[config.mk]
export PLATFORM = sky130hd
export DESIGN_NAME = ood_ctrl
export DESIGN_NICKNAME = d
export VERILOG_FILES = /design/src/hdl/ood_pkg.sv /design/src/hdl/ood_glitch.sv /design/src/hdl/ood_ol_diag.sv /design/src/hdl/ood_ctrl.sv
export SDC_FILE = /design/constraint.sdc
export NUM_CORES = 1
export LEC_CHECK = 0
export ABC_AREA = 0
export BUFFER_PORTS_ARGS = -buffer_cell sky130_fd_sc_hd__clkbuf_2
export CAP_MARGIN = 10
export CORE_MARGIN = 5
export CORE_UTILIZATION = 62
export DETAILED_ROUTE_END_ITERATION = 8
export PLACE_DENSITY = 0.93
export SETUP_SLACK_MARGIN = 0.3
export SYNTH_ARGS = -nofsm -noshare
export SYNTH_HDL_FRONTEND = slang
export SYNTH_HIERARCHICAL = 1
export SYNTH_SLANG_ARGS = --single-unit
[constraint.sdc]
create_clock -name core_clk -period 4.61 [get_ports core_clk]
set_input_delay 0.922 -clock core_clk [delete_from_list [all_inputs] [get_ports core_clk]]
set_output_delay 0.922 -clock core_clk [all_outputs]
set_load 0.05 [all_outputs]
[src/hdl/ood_pkg.sv]
`default_nettype none
package ood_pkg;
	localparam int unsigned NCH      = 8;
	localparam int unsigned CLK_HZ   = 10_000_000;
	// Glitch filter settle time, ns
	localparam int unsigned FILT_NS  = 1000;
	localparam int unsigned FILT_CYC = (FILT_NS * (CLK_HZ / 1_000_000) + 999) / 1000;
	localparam int unsigned FILT_W   = 4;
	// Open-load debounce time, us
	localparam int unsigned DEB_US   = 100;
	localparam int unsigned DEB_CYC  = DEB_US * (CLK_HZ / 1_000_000);
	localparam int unsigned DEB_W    = 11;
	// Least fault hold time, ms
	localparam int unsigned HOLD_MS  = 200;
	localparam int unsigned HOLD_CYC_DFLT = HOLD_MS * (CLK_HZ / 1000);
	localparam int unsigned HOLD_W   = 21;
	// Pin positions of the dual-purpose inputs
	localparam int unsigned PIN_OL   = 0;
	localparam int unsigned PIN_CNFG = 6;
	localparam int unsigned PIN_S16  = 7;

	typedef enum logic {
		OOD_PARALLEL,
		OOD_SERIAL
	} ood_mode_t;

	// Power stage commands per channel
	typedef struct packed {
		logic [NCH-1:0] high_side_switch;
		logic [NCH-1:0] low_side_switch;
		logic [NCH-1:0] pullup_en;
	} ood_drive_t;

	// Diagnostic results per channel
	typedef struct packed {
		logic [NCH-1:0] fault_bits;
		logic [NCH-1:0] fault_led;
	} ood_diag_t;
endpackage : ood_pkg
`default_nettype wire

[src/hdl/ood_glitch.sv]
`default_nettype none
module ood_glitch
	import ood_pkg::*;
#(
	parameter int unsigned N = 8
) (
	input  wire logic         core_clk, // System clock
	input  wire logic         reset,    // Sync reset, high
	input  wire logic         en,       // Filtering on
	input  wire logic [N-1:0] din,      // Raw inputs
	output logic      [N-1:0] dout      // Filtered inputs
);
	logic [N-1:0]             out_d;
	logic [N-1:0]             out_q;
	logic [N-1:0][FILT_W-1:0] cnt_d;
	logic [N-1:0][FILT_W-1:0] cnt_q;

	// With en high, a change passes only after FILT_CYC steady cycles; with en low it passes on the next edge
	always_comb begin
		out_d = out_q;
		cnt_d = cnt_q;
		for (int i = 0; i < N; i++) begin
			if (din[i] == out_q[i]) begin
				cnt_d[i] = '0;
			end else if (!en) begin
				out_d[i] = din[i];
				cnt_d[i] = '0;
			end else if (cnt_q[i] == FILT_W'(FILT_CYC - 1)) begin
				out_d[i] = din[i];
				cnt_d[i] = '0;
			end else begin
				cnt_d[i] = cnt_q[i] + FILT_W'(1);
			end
		end
	end

	always_ff @(posedge core_clk) begin
		if (reset) begin
			out_q <= '0;
			cnt_q <= '0;
		end else begin
			out_q <= out_d;
			cnt_q <= cnt_d;
		end
	end

	assign dout = out_q;
endmodule : ood_glitch
`default_nettype wire

[src/hdl/ood_ol_diag.sv]
`default_nettype none
module ood_ol_diag
	import ood_pkg::*;
#(
	parameter int unsigned HOLD_CYC = HOLD_CYC_DFLT
) (
	input  wire logic core_clk, // System clock
	input  wire logic reset,    // Sync reset, high
	input  wire logic ol_en,    // Detection enabled
	input  wire logic hs_mode,  // Channel in high-side mode
	input  wire logic sw_on,    // Switch commanded on
	input  wire logic cmp_off,  // Output above off threshold
	input  wire logic cmp_on,   // Current below on threshold
	output logic      new_det,  // Pulse, fresh detection
	output logic      ol_flag,  // Accepted open load
	output logic      led_hold  // Fault lamp: flag set or hold running
);
	logic              raw;
	logic              sw_prev_q;
	logic              raw_prev_q;
	logic              sw_prev_d;
	logic              raw_prev_d;
	logic [DEB_W-1:0]  deb_q;
	logic [DEB_W-1:0]  deb_d;
	logic              flag_q;
	logic              flag_d;
	logic [HOLD_W-1:0] hold_q;
	logic [HOLD_W-1:0] hold_d;
	logic              det;

	// Raw verdict: off state uses voltage, on state uses current
	assign raw = ol_en && hs_mode && (sw_on ? cmp_on : cmp_off);

	// Debounce, then lamp hold restarted on every fresh detection
	always_comb begin
		sw_prev_d  = sw_on;
		raw_prev_d = raw;
		deb_d      = deb_q;
		flag_d     = flag_q;
		det        = 1'b0;
		hold_d     = hold_q;
		if (sw_on != sw_prev_q || raw != raw_prev_q) begin
			deb_d = '0;
		end else if (deb_q != DEB_W'(DEB_CYC)) begin
			deb_d = deb_q + DEB_W'(1);
		end else begin
			flag_d = raw;
			det    = raw && !flag_q;
		end
		if (det) begin
			hold_d = HOLD_W'(HOLD_CYC);
		end else if (hold_q != '0) begin
			hold_d = hold_q - HOLD_W'(1);
		end
	end

	always_ff @(posedge core_clk) begin
		if (reset) begin
			sw_prev_q  <= 1'b0;
			raw_prev_q <= 1'b0;
			deb_q      <= '0;
			flag_q     <= 1'b0;
			hold_q     <= '0;
		end else begin
			sw_prev_q  <= sw_prev_d;
			raw_prev_q <= raw_prev_d;
			deb_q      <= deb_d;
			flag_q     <= flag_d;
			hold_q     <= hold_d;
		end
	end

	assign new_det  = det;
	assign ol_flag  = flag_q;
	assign led_hold = (hold_q != '0) || flag_q;
endmodule : ood_ol_diag
`default_nettype wire

[src/hdl/ood_ctrl.sv]
`default_nettype none
module ood_ctrl
	import ood_pkg::*;
#(
	parameter int unsigned HOLD_CYC = HOLD_CYC_DFLT
) (
	input  wire logic           core_clk,              // System clock
	input  wire logic           reset,                 // Sync reset, high
	input  wire logic           serial_parallel_select, // High: serial control
	input  wire logic [NCH-1:0] channel_inputs,        // Dual-purpose pins
	input  wire logic           glitch_filter_enable,  // Filter on
	input  wire logic           drive_type_select,     // High: push-pull
	input  wire logic           output_enable,         // Low: all off
	input  wire logic           chip_select_n,         // Serial chip select
	input  wire logic [NCH-1:0] serial_out_state,      // Levels set by serial
	input  wire logic [NCH-1:0] serial_pushpull_cfg,   // Per-channel push-pull
	input  wire logic [NCH-1:0] serial_ol_enable,      // Per-channel open load
	input  wire logic           lower_pair_join,       // Pair 1-2, 3-4
	input  wire logic           upper_pair_join,       // Pair 5-6, 7-8
	input  wire logic [NCH-1:0] ol_off_cmp,            // Output above threshold
	input  wire logic [NCH-1:0] ol_on_cmp,             // Current below threshold
	input  wire logic [NCH-1:0] driver_shutdown,       // Driver shut down
	output ood_drive_t          drive,                 // Power stage commands
	output ood_diag_t           diag,                  // Fault bits and lamps
	output logic                chip_select_n_filt,    // Filtered chip select
	output logic                serial_config_mode,    // Serial config allowed
	output logic                serial_frame16,        // 16-bit frames
	output logic                fault_out,             // Global fault pin level
	output logic                fault_oe               // Global fault pull low
);
	logic [NCH-1:0]    pins_f;
	logic              cs_f;
	logic [1:0]        fixed_f;
	ood_mode_t         mode;
	logic              pp_pin;
	logic [NCH-1:0]    cmd;
	logic [NCH-1:0]    paired;
	logic [NCH-1:0]    pp_mode;
	logic [NCH-1:0]    hs_mode;
	logic [NCH-1:0]    ol_en;
	logic [NCH-1:0]    new_det;
	logic [NCH-1:0]    ol_flag;
	logic [NCH-1:0]    led_hold;
	ood_drive_t        drive_d;
	ood_drive_t        drive_q;
	ood_diag_t         diag_d;
	ood_diag_t         diag_q;
	logic              mode_cfg_d;
	logic              mode_cfg_q;
	logic              mode16_d;
	logic              mode16_q;
	logic [HOLD_W-1:0] ghold_d;
	logic [HOLD_W-1:0] ghold_q;
	logic              gfault_d;
	logic              gfault_q;

	// Parallel pins and chip select, filtered on request
	ood_glitch #(
		.N (NCH + 1)
	) u_flt_pins (
		.core_clk (core_clk),
		.reset    (reset),
		.en       (glitch_filter_enable),
		.din      ({chip_select_n, channel_inputs}),
		.dout     ({cs_f, pins_f})
	);

	// Mode and drive-type pins are always filtered
	ood_glitch #(
		.N (2)
	) u_flt_fixed (
		.core_clk (core_clk),
		.reset    (reset),
		.en       (1'b1),
		.din      ({serial_parallel_select, drive_type_select}),
		.dout     (fixed_f)
	);

	assign mode   = fixed_f[1] ? OOD_SERIAL : OOD_PARALLEL;
	assign pp_pin = fixed_f[0];

	// Channel command source and pairing
	always_comb begin
		if (mode == OOD_SERIAL) begin
			cmd = serial_out_state;
		end else begin
			cmd = pins_f;
		end
		paired = '0;
		if (lower_pair_join) begin
			cmd[1]    = cmd[0];
			cmd[3]    = cmd[2];
			paired[3:0] = '1;
		end
		if (upper_pair_join) begin
			cmd[5]    = cmd[4];
			cmd[7]    = cmd[6];
			paired[7:4] = '1;
		end
	end

	// Drive type after pairing, paired stays high-side
	assign pp_mode = (pp_pin ? '1 : serial_pushpull_cfg) & ~paired;
	assign hs_mode = ~pp_mode;

	// Open-load enable per channel
	assign ol_en = serial_ol_enable |
		{NCH{mode == OOD_SERIAL && pins_f[PIN_OL]}};

	// Per-channel diagnostics, independent even when paired
	for (genvar c = 0; c < NCH; c++) begin : g_diag
		ood_ol_diag #(
			.HOLD_CYC (HOLD_CYC)
		) u_diag (
			.core_clk (core_clk),
			.reset    (reset),
			.ol_en    (ol_en[c]),
			.hs_mode  (hs_mode[c]),
			.sw_on    (cmd[c]),
			.cmp_off  (ol_off_cmp[c]),
			.cmp_on   (ol_on_cmp[c]),
			.new_det  (new_det[c]),
			.ol_flag  (ol_flag[c]),
			.led_hold (led_hold[c])
		);
	end

	// Power stage commands
	always_comb begin
		drive_d = '0;
		if (output_enable) begin
			drive_d.high_side_switch = cmd & ~driver_shutdown;
			drive_d.low_side_switch  = pp_mode & ~cmd & ~driver_shutdown;
			drive_d.pullup_en        = ol_en & hs_mode & ~cmd;
		end
	end

	always_ff @(posedge core_clk) begin
		if (reset) begin
			drive_q <= '0;
		end else begin
			drive_q <= drive_d;
		end
	end

	// Diagnostic bits and fault lamps
	always_comb begin
		diag_d.fault_bits = ol_flag | driver_shutdown;
		if (output_enable) begin
			diag_d.fault_led = led_hold | driver_shutdown;
		end else begin
			diag_d.fault_led = '0;
		end
	end

	always_ff @(posedge core_clk) begin
		if (reset) begin
			diag_q <= '0;
		end else begin
			diag_q <= diag_d;
		end
	end

	// Serial interface mode levels
	always_comb begin
		mode_cfg_d = (mode == OOD_SERIAL) && pins_f[PIN_CNFG];
		mode16_d   = (mode == OOD_SERIAL) && pins_f[PIN_S16];
	end

	always_ff @(posedge core_clk) begin
		if (reset) begin
			mode_cfg_q <= 1'b0;
			mode16_q   <= 1'b0;
		end else begin
			mode_cfg_q <= mode_cfg_d;
			mode16_q   <= mode16_d;
		end
	end

	// Global fault hold, restarted by any fresh detection
	always_comb begin
		if (|new_det) begin
			ghold_d = HOLD_W'(HOLD_CYC);
		end else if (ghold_q != '0) begin
			ghold_d = ghold_q - HOLD_W'(1);
		end else begin
			ghold_d = ghold_q;
		end
		gfault_d = (|new_det) || (ghold_q != '0) || (|ol_flag)
			|| (|driver_shutdown);
	end

	always_ff @(posedge core_clk) begin
		if (reset) begin
			ghold_q  <= '0;
			gfault_q <= 1'b0;
		end else begin
			ghold_q  <= ghold_d;
			gfault_q <= gfault_d;
		end
	end

	// Outputs
	assign drive              = drive_q;
	assign diag               = diag_q;
	assign chip_select_n_filt = cs_f;
	assign serial_config_mode = mode_cfg_q;
	assign serial_frame16     = mode16_q;
	assign fault_out          = 1'b0;
	assign fault_oe           = gfault_q;
endmodule : ood_ctrl
`default_nettype wire

## Word-level counts from Yosys, hierarchy flattened

Cells that the tools add are included.

- Reduce and logical (&&, ||, !) cells: 123
- Equality and inequality tests: 55
- Add/subtract/negate cells: 28
- Mux-type cells: 69
- Bitwise logic cells: 42

Operators with widths:

| kind | count |
|---|---|
| $mux W21 | 18 |
| $reduce_bool A21 Y1 | 9 |
| $sub A21 B1 Y21 const B | 9 |
| $add A11 B1 Y11 const B | 8 |
| $ne A11 B10 Y1 const B | 8 |
| $and A8 B8 Y8 | 6 |
| $mux W1 | 47 |
| $add A4 B1 Y4 const B | 11 |
| $eq A4 B4 Y1 const B | 11 |
| $reduce_and A2 Y1 | 19 |
| $reduce_or A4 Y1 | 9 |
| $reduce_or A2 Y1 | 17 |
| $not A8 Y8 | 4 |
| $not A1 Y1 | 29 |
| $logic_and A1 B1 Y1 | 27 |
| $or A8 B8 Y8 | 3 |
| $reduce_or A8 Y1 | 3 |
| $logic_or A1 B1 Y1 | 19 |
| $ne A2 B1 Y1 const B | 9 |
| $reduce_bool A2 Y1 | 9 |
| $mux W8 | 2 |
| $ne A1 B1 Y1 | 16 |
| $eq A1 B1 Y1 | 11 |
| $reduce_or A9 Y1 | 1 |
| other kinds (3) | 12 |

- Output and inout port bits: 45
- Register bits after elaboration: 399

## Depth between registers and ports, before layout

- Depth after elaboration: 13
- Gate-level depth with buffers: 13
- Mapped depth without buffers: 10

## Cells and area by module

Netlist, hierarchy kept.

By module, submodules not included:

| module | sequential area each (um2) | area each (um2) | instances | cells an instance |
|---|---|---|---|---|
| ood_ol_diag (g_diag[0].u_diag ...) | 700.7 | 1,913.1 | 7 | 228 |
| ood_ctrl | 1,281.2 | 2,533.7 | 1 | 277 |
| ood_glitch (u_flt_pins) | 900.9 | 2,014.4 | 1 | 196 |
| ood_ol_diag (g_diag[7].u_diag) | 700.7 | 1,928.1 | 1 | 233 |
| ood_glitch (u_flt_fixed) | 200.2 | 449.2 | 1 | 43 |

## Least setup slack after synthesis

No wires, ideal clock.

- Path kind: input to register
- Start point: in serial_out_state[6]
- End point: reg ghold_q[0]
- Stages: 12
- Data required time: 4,482 ps
- Arrival time: 3,502 ps
- Path slack: 981 ps
- Library setup time: 128 ps
- Cells stage by stage: mux2_2 > nand2_1 > o21ai_0 > or3b_1 > a2111o_1 > clkbuf_1 > or2_1 > inv_1 > or4_1 > or3_1 > clkbuf_1 > nor2_1

- Cells in the longest elaborated chain, start to end: 8
- Elaborated cells on any way between the ends: 19
- Those cells by class: eq/ne: 4; mux: 8; reduce/logical: 7

RTL lines:

| item | RTL line | text |
|---|---|---|
| from (decl) | ood_ctrl.sv:15 | `input wire logic [NCH-1:0] serial_out_state,` |
| $mux W8 * | ood_ctrl.sv:84 | `if (mode == OOD_SERIAL) begin` |
| $mux W1 * | ood_ctrl.sv:95 | `if (upper_pair_join) begin` |
| net cmd[7] | ood_ctrl.sv:36 | `logic [NCH-1:0] cmd;` |
| $mux W1 | ood_ol_diag.sv:32 | `assign raw = ol_en && hs_mode && (sw_on ? cmp_on : cmp_off);` |
| $logic_and A1 B1 Y1 | ood_ol_diag.sv:32 |  |
| $logic_and A1 B1 Y1 or $ne A1 B1 Y1 (tied branches) | ood_ol_diag.sv:48, ood_ol_diag.sv:42 |  |
| $mux W1 or $logic_or A1 B1 Y1 (tied branches) | ood_ol_diag.sv:44, ood_ol_diag.sv:42 |  |
| $mux W1 * | ood_ol_diag.sv:42 | `if (sw_on != sw_prev_q \|\| raw != raw_prev_q) begin` |
| net new_det[7] | ood_ctrl.sv:41 | `logic [NCH-1:0] new_det;` |
| $reduce_or A9 Y1 (no source line) * | - |  |
| to (signal assigned) | ood_ctrl.sv:198 | `ghold_q <= ghold_d;` |
| to (decl) | ood_ctrl.sv:53 | `logic [HOLD_W-1:0] ghold_q;` |

Mark *: on every way through the listed nets, which the timed path passes. The rest lies on a longest branch.
A chain may end at the register's enable or synchronous reset.

## Worst setup path in the final report

- Start point: reg u_flt_fixed.out_q[1] (netlist: u_flt_fixed/dout[1])
- End point: reg ghold_q[2]

- Cells in the longest elaborated chain, start to end: 9
- Elaborated cells on any way between the ends: 81
- Those cells by class: eq/ne: 16; mux: 30; bitwise: 1; reduce/logical: 34

RTL lines:

| item | RTL line | text |
|---|---|---|
| from (decl) | ood_glitch.sv:14 | `logic [N-1:0] out_q;` |
| from (signal assigned) | ood_glitch.sv:42 | `out_q <= out_d;` |
| $mux W1 * | ood_ctrl.sv:79 | `assign mode = fixed_f[1] ? OOD_SERIAL : OOD_PARALLEL;` |
| $mux W8 * | ood_ctrl.sv:84 |  |
| net cmd[0] | ood_ctrl.sv:36 |  |
| $mux W1 * | ood_ctrl.sv:90 | `if (lower_pair_join) begin` |
| net cmd[1] | ood_ctrl.sv:36 |  |
| $mux W1 | ood_ol_diag.sv:32 |  |
| $logic_and A1 B1 Y1 | ood_ol_diag.sv:32 |  |
| $logic_and A1 B1 Y1 or $ne A1 B1 Y1 (tied branches) | ood_ol_diag.sv:48, ood_ol_diag.sv:42 |  |
| $mux W1 or $logic_or A1 B1 Y1 (tied branches) | ood_ol_diag.sv:44, ood_ol_diag.sv:42 |  |
| $mux W1 * | ood_ol_diag.sv:42 |  |
| net new_det[1] | ood_ctrl.sv:41 |  |
| $reduce_or A9 Y1 (no source line) * | - |  |

Marks and branches as above.

==> impl_metrics.ini <==
[setup_path]
reg2reg_slack_ns = 0.70
path_cells = buf_4 -> mux2_2 -> nand2_1 -> o21ai_0 -> mux2i_1 -> nor2_1 -> nand2_1 -> nor3_1 -> or4_1 -> or3_1 -> a21oi_1
critPathLaunch = u_flt_fixed/dout[1]$_SDFFE_PP0P_
path_depth = 11
critPathSlowestCell = or4_1
r2r_cells = 11
timing.rr.start = u_flt_fixed/dout[1]$_SDFFE_PP0P_
r2r_end = ghold_q[2]$_SDFFE_PP0P_
cp_slowest_stage_delay_ns = 0.58
cp_max_fo = 14
crit_path_end = ghold_q[2]$_SDFFE_PP0P_
crit_top_cell = nand2_1
critPathBufInv = 1
cp_data_required_time_ns = 5.06
crit_family = simple AND/OR/NAND/NOR gates
arrival_ns = 4.35
worstSetupStartpointType = flip-flop
critPathKind = flip-flop to flip-flop
end_kind = flip-flop

[synth]
ys_ff_latch = 399
yosys.area.top_type = dfxtp_1
async_flop_share_pct = 0
synth_cell_types = 65
synth_top_area_share_pct = 39.32
netlist_instances = 2345
yosys-top-cells-area = dfxtp_1 39%, nor2_1 5.0%, ha_1 3.4%, xor2_1 3.4%, o21ai_0 2.9%
synth-edff-count = 0
syn_area_um2 = 20320
synth_ff_type = dfxtp_1
yosys_warnings = 6
synth_area_per_cell_um2 = 8.664
seq_area_frac_synth_pct = 39.32

[clock_tree]
clock_path_buffers = 3
clock_latency_ns = 0.53
htree_levels = 2
numCtsBuffers = 42
post_cts_buffers = 0
cts_tree = built
cts_root_buffer = clkbuf_16
clkTransAtPathRegs_ns = 0.06
postCtsHoldBufs = 0
cts_resized = 0
clock_sinks = 399

[timing]
maxSlewViolCount = 0
worst_slew_pin_slew_ns = 1.111
fin_worst_skew_ns = 0.01691
max_freq_ghz = 0.2559
fin_crit_sh_pct = 84.76
fin_crit_ns = 3.907
setup-violations-final = 0
fin_setup_tns_ns = 0
relSlewSlack_pct = 25.16
hold_viol_final = 0
rsz0062_at_grt = false

[floorplanning]
die_w_um = 191.0
fp.dieH_um = 191.0
rows = 66
io_pins = 110
initial_utilization_pct = 62.60
core_um2 = 32450
dieArea_um2 = 36490

[pwr]
pwr-share-comb_pct = 43.9
ir_worst_vdd_uv = 384.6
power_switching_share_pct = 41.85
intPower_w = 0.008618
p_leak_nw = 8.337
power_density_nw_per_um2 = 663.4
clkPwrFrac_pct = 22.1
seqPwrFrac_pct = 33.9
switchingPower_w = 0.006202

[drt]
wire_per_inst_um = 17.61
ant_nets = 0
drc = 0
routed_wl_um = 50720
dr.pass1.iters = 6
num_vias = 18450
routed_via_density = 6.407
drtIter0Drc = 1836

[placement]
port_buffers = 108
dp_hpwl_um = 33830
gp_congestion = 0.9069

[cells_and_area]
area_growth_pct = 9.958
utilization_pct = 68.84
nets = 2531
drive_gt1_share_pct = 13.13

[worst_hold_path]
hold_depth = 1
hold_class = flip-flop to flip-flop

[global_routing]
grt_pass1_vias = 17530
grt_max_degree = 99
grt_overflow = 0
grtUsageTotal_pct = 26.55
antenna_found_initial = 1
grt_pass1_wl_um = 83210

[flow_run]
drv_cap = 0

[run_status]
status = finished, final reports clean
==> power groups by stage <==
stage / Sequential (W) / Clock, W / Combinational, W
global route: 0.00513 / 0.00350 / 0.00716
global placement: 0.00499 / 0 / 0.00593
CTS: 0.00498 / 0.00333 / 0.00637
finish: 0.00503 / 0.00328 / 0.00651
floorplan: 0.00489 / 0 / 0.00528
detailed placement: 0.00504 / 0 / 0.00627
==> cell usage after synthesis, types with 57 or more instances <==
cell	number
nor3_1	83
clkbuf_1	59
nor4_1	64
xor2_1	80
or4_1	58
a21oi_1	104
nor2_1	273
a31oi_1	57
nand2_1	141
o21ai_0	119
nand3_1	94
dfxtp_1	399
==> worst reg2reg max path: stages (launching register included) <==
cell and delay (ns):
dfxtp_1 0.39, buf_4 0.27, mux2_2 0.49, nand2_1 0.12, o21ai_0 0.39, mux2i_1 0.47
nor2_1 0.15, nand2_1 0.10, nor3_1 0.05, or4_1 0.58, or3_1 0.59, a21oi_1 0.24
==> through the flow <==
step           power, W  setup WS [ns]  hold WS, ns  instance area (um^2)  cells
3_3_place_gp    0.01092         0.5963       0.4420                 21010   2808
4_1_cts         0.01469         0.7358       0.4710                 22340   2879
6_report        0.01482         0.7025       0.4700                 22340   2880
3_5_place_dp    0.01131         0.4900       0.4570                 21010   2808
2_1_floorplan   0.01016         0.9806       0.4334                 20340   2350
5_1_grt         0.01578         0.5043       0.4957                 22340   2879
==> cells in the final DEF (no fill, tap or decap), types with 57 or more instances in the layout <==
cell type / Yosys / final
nand3_1: 94 / 94
nor3_1: 83 / 83
or4_1: 58 / 58
o21ai_0: 119 / 119
a21oi_1: 104 / 104
xor2_1: 80 / 80
a31oi_1: 57 / 57
nand2_1: 141 / 141
dfxtp_1: 399 / 399
nor4_1: 64 / 64
clkbuf_2: 0 / 107
nor2_1: 273 / 273
==> registers in the layout, indices dropped and copies added (netlist names), 2 cells and up <==
name,cells
drive,24
u_flt_pins/cnt_q,36
diag,16
g_diag.u_diag/hold_q,168
u_flt_fixed/cnt_q,8
u_flt_fixed/dout,2
g_diag.u_diag/raw_prev_q,8
g_diag.u_diag/deb_q,88
ghold_q,21
g_diag.u_diag/sw_prev_q,8
g_diag.u_diag/ol_flag,8
u_flt_pins/dout,9
==> metal layers <==
metal | up-vias | share of wire [%] | track usage, %
li1 | 8770 | - | -
met3 | 160 | 6.2 | 4.127
met2 | 680 | 49 | 45.93
met1 | 8840 | 41 | 32.86
met4 | 2 | 4.0 | 11.57
met5 | - | 0.026 | 0
==> cells by family (layout without fill, tap and decap cells) <==
logic type / count (synthesis) / count (layout) / share of synthesized area (%)
AND/OR/NAND/NOR: 1112 / 1112 / 31.69
AO/OA/AOI/OAI: 435 / 435 / 13.53
flip-flops: 399 / 399 / 39.32
buffers and inverters: 148 / 235 / 3.276
XOR/XNOR: 135 / 135 / 5.820
multiplexers: 58 / 58 / 2.882
adder cells (fa/ha/maj): 56 / 56 / 3.449
other: 2 / 8 / 0.03696
==> worst min path at each step <==
stage,from,endpoint,slack [ns]
6_report,u_flt_pins/cnt_q[28]$_SDFF_PP0_,u_flt_pins/cnt_q[28]$_SDFF_PP0_,0.47
3_3_place_gp,u_flt_pins/cnt_q[12]$_SDFF_PP0_,u_flt_pins/cnt_q[12]$_SDFF_PP0_,0.44
3_5_place_dp,u_flt_fixed/cnt_q[4]$_SDFF_PP0_,u_flt_fixed/cnt_q[4]$_SDFF_PP0_,0.46
2_1_floorplan,u_flt_pins/cnt_q[12]$_SDFF_PP0_,u_flt_pins/cnt_q[12]$_SDFF_PP0_,0.43
5_1_grt,u_flt_pins/cnt_q[24]$_SDFF_PP0_,u_flt_pins/cnt_q[24]$_SDFF_PP0_,0.50
4_1_cts,u_flt_pins/cnt_q[28]$_SDFF_PP0_,u_flt_pins/cnt_q[28]$_SDFF_PP0_,0.47
==> area by class of cell <==
class,instances,area (um^2)
flip-flops and latches,399,7988
well taps,442,553.0
clock inverters,11,133.9
repair buffers,113,596.8
diodes,1,2.502
fillers,2324,10110
inverters,51,191.4
multi-input cells,1803,11690
clock buffers,60,1190
No activity file was read; power rests on OpenSTA's default activity.
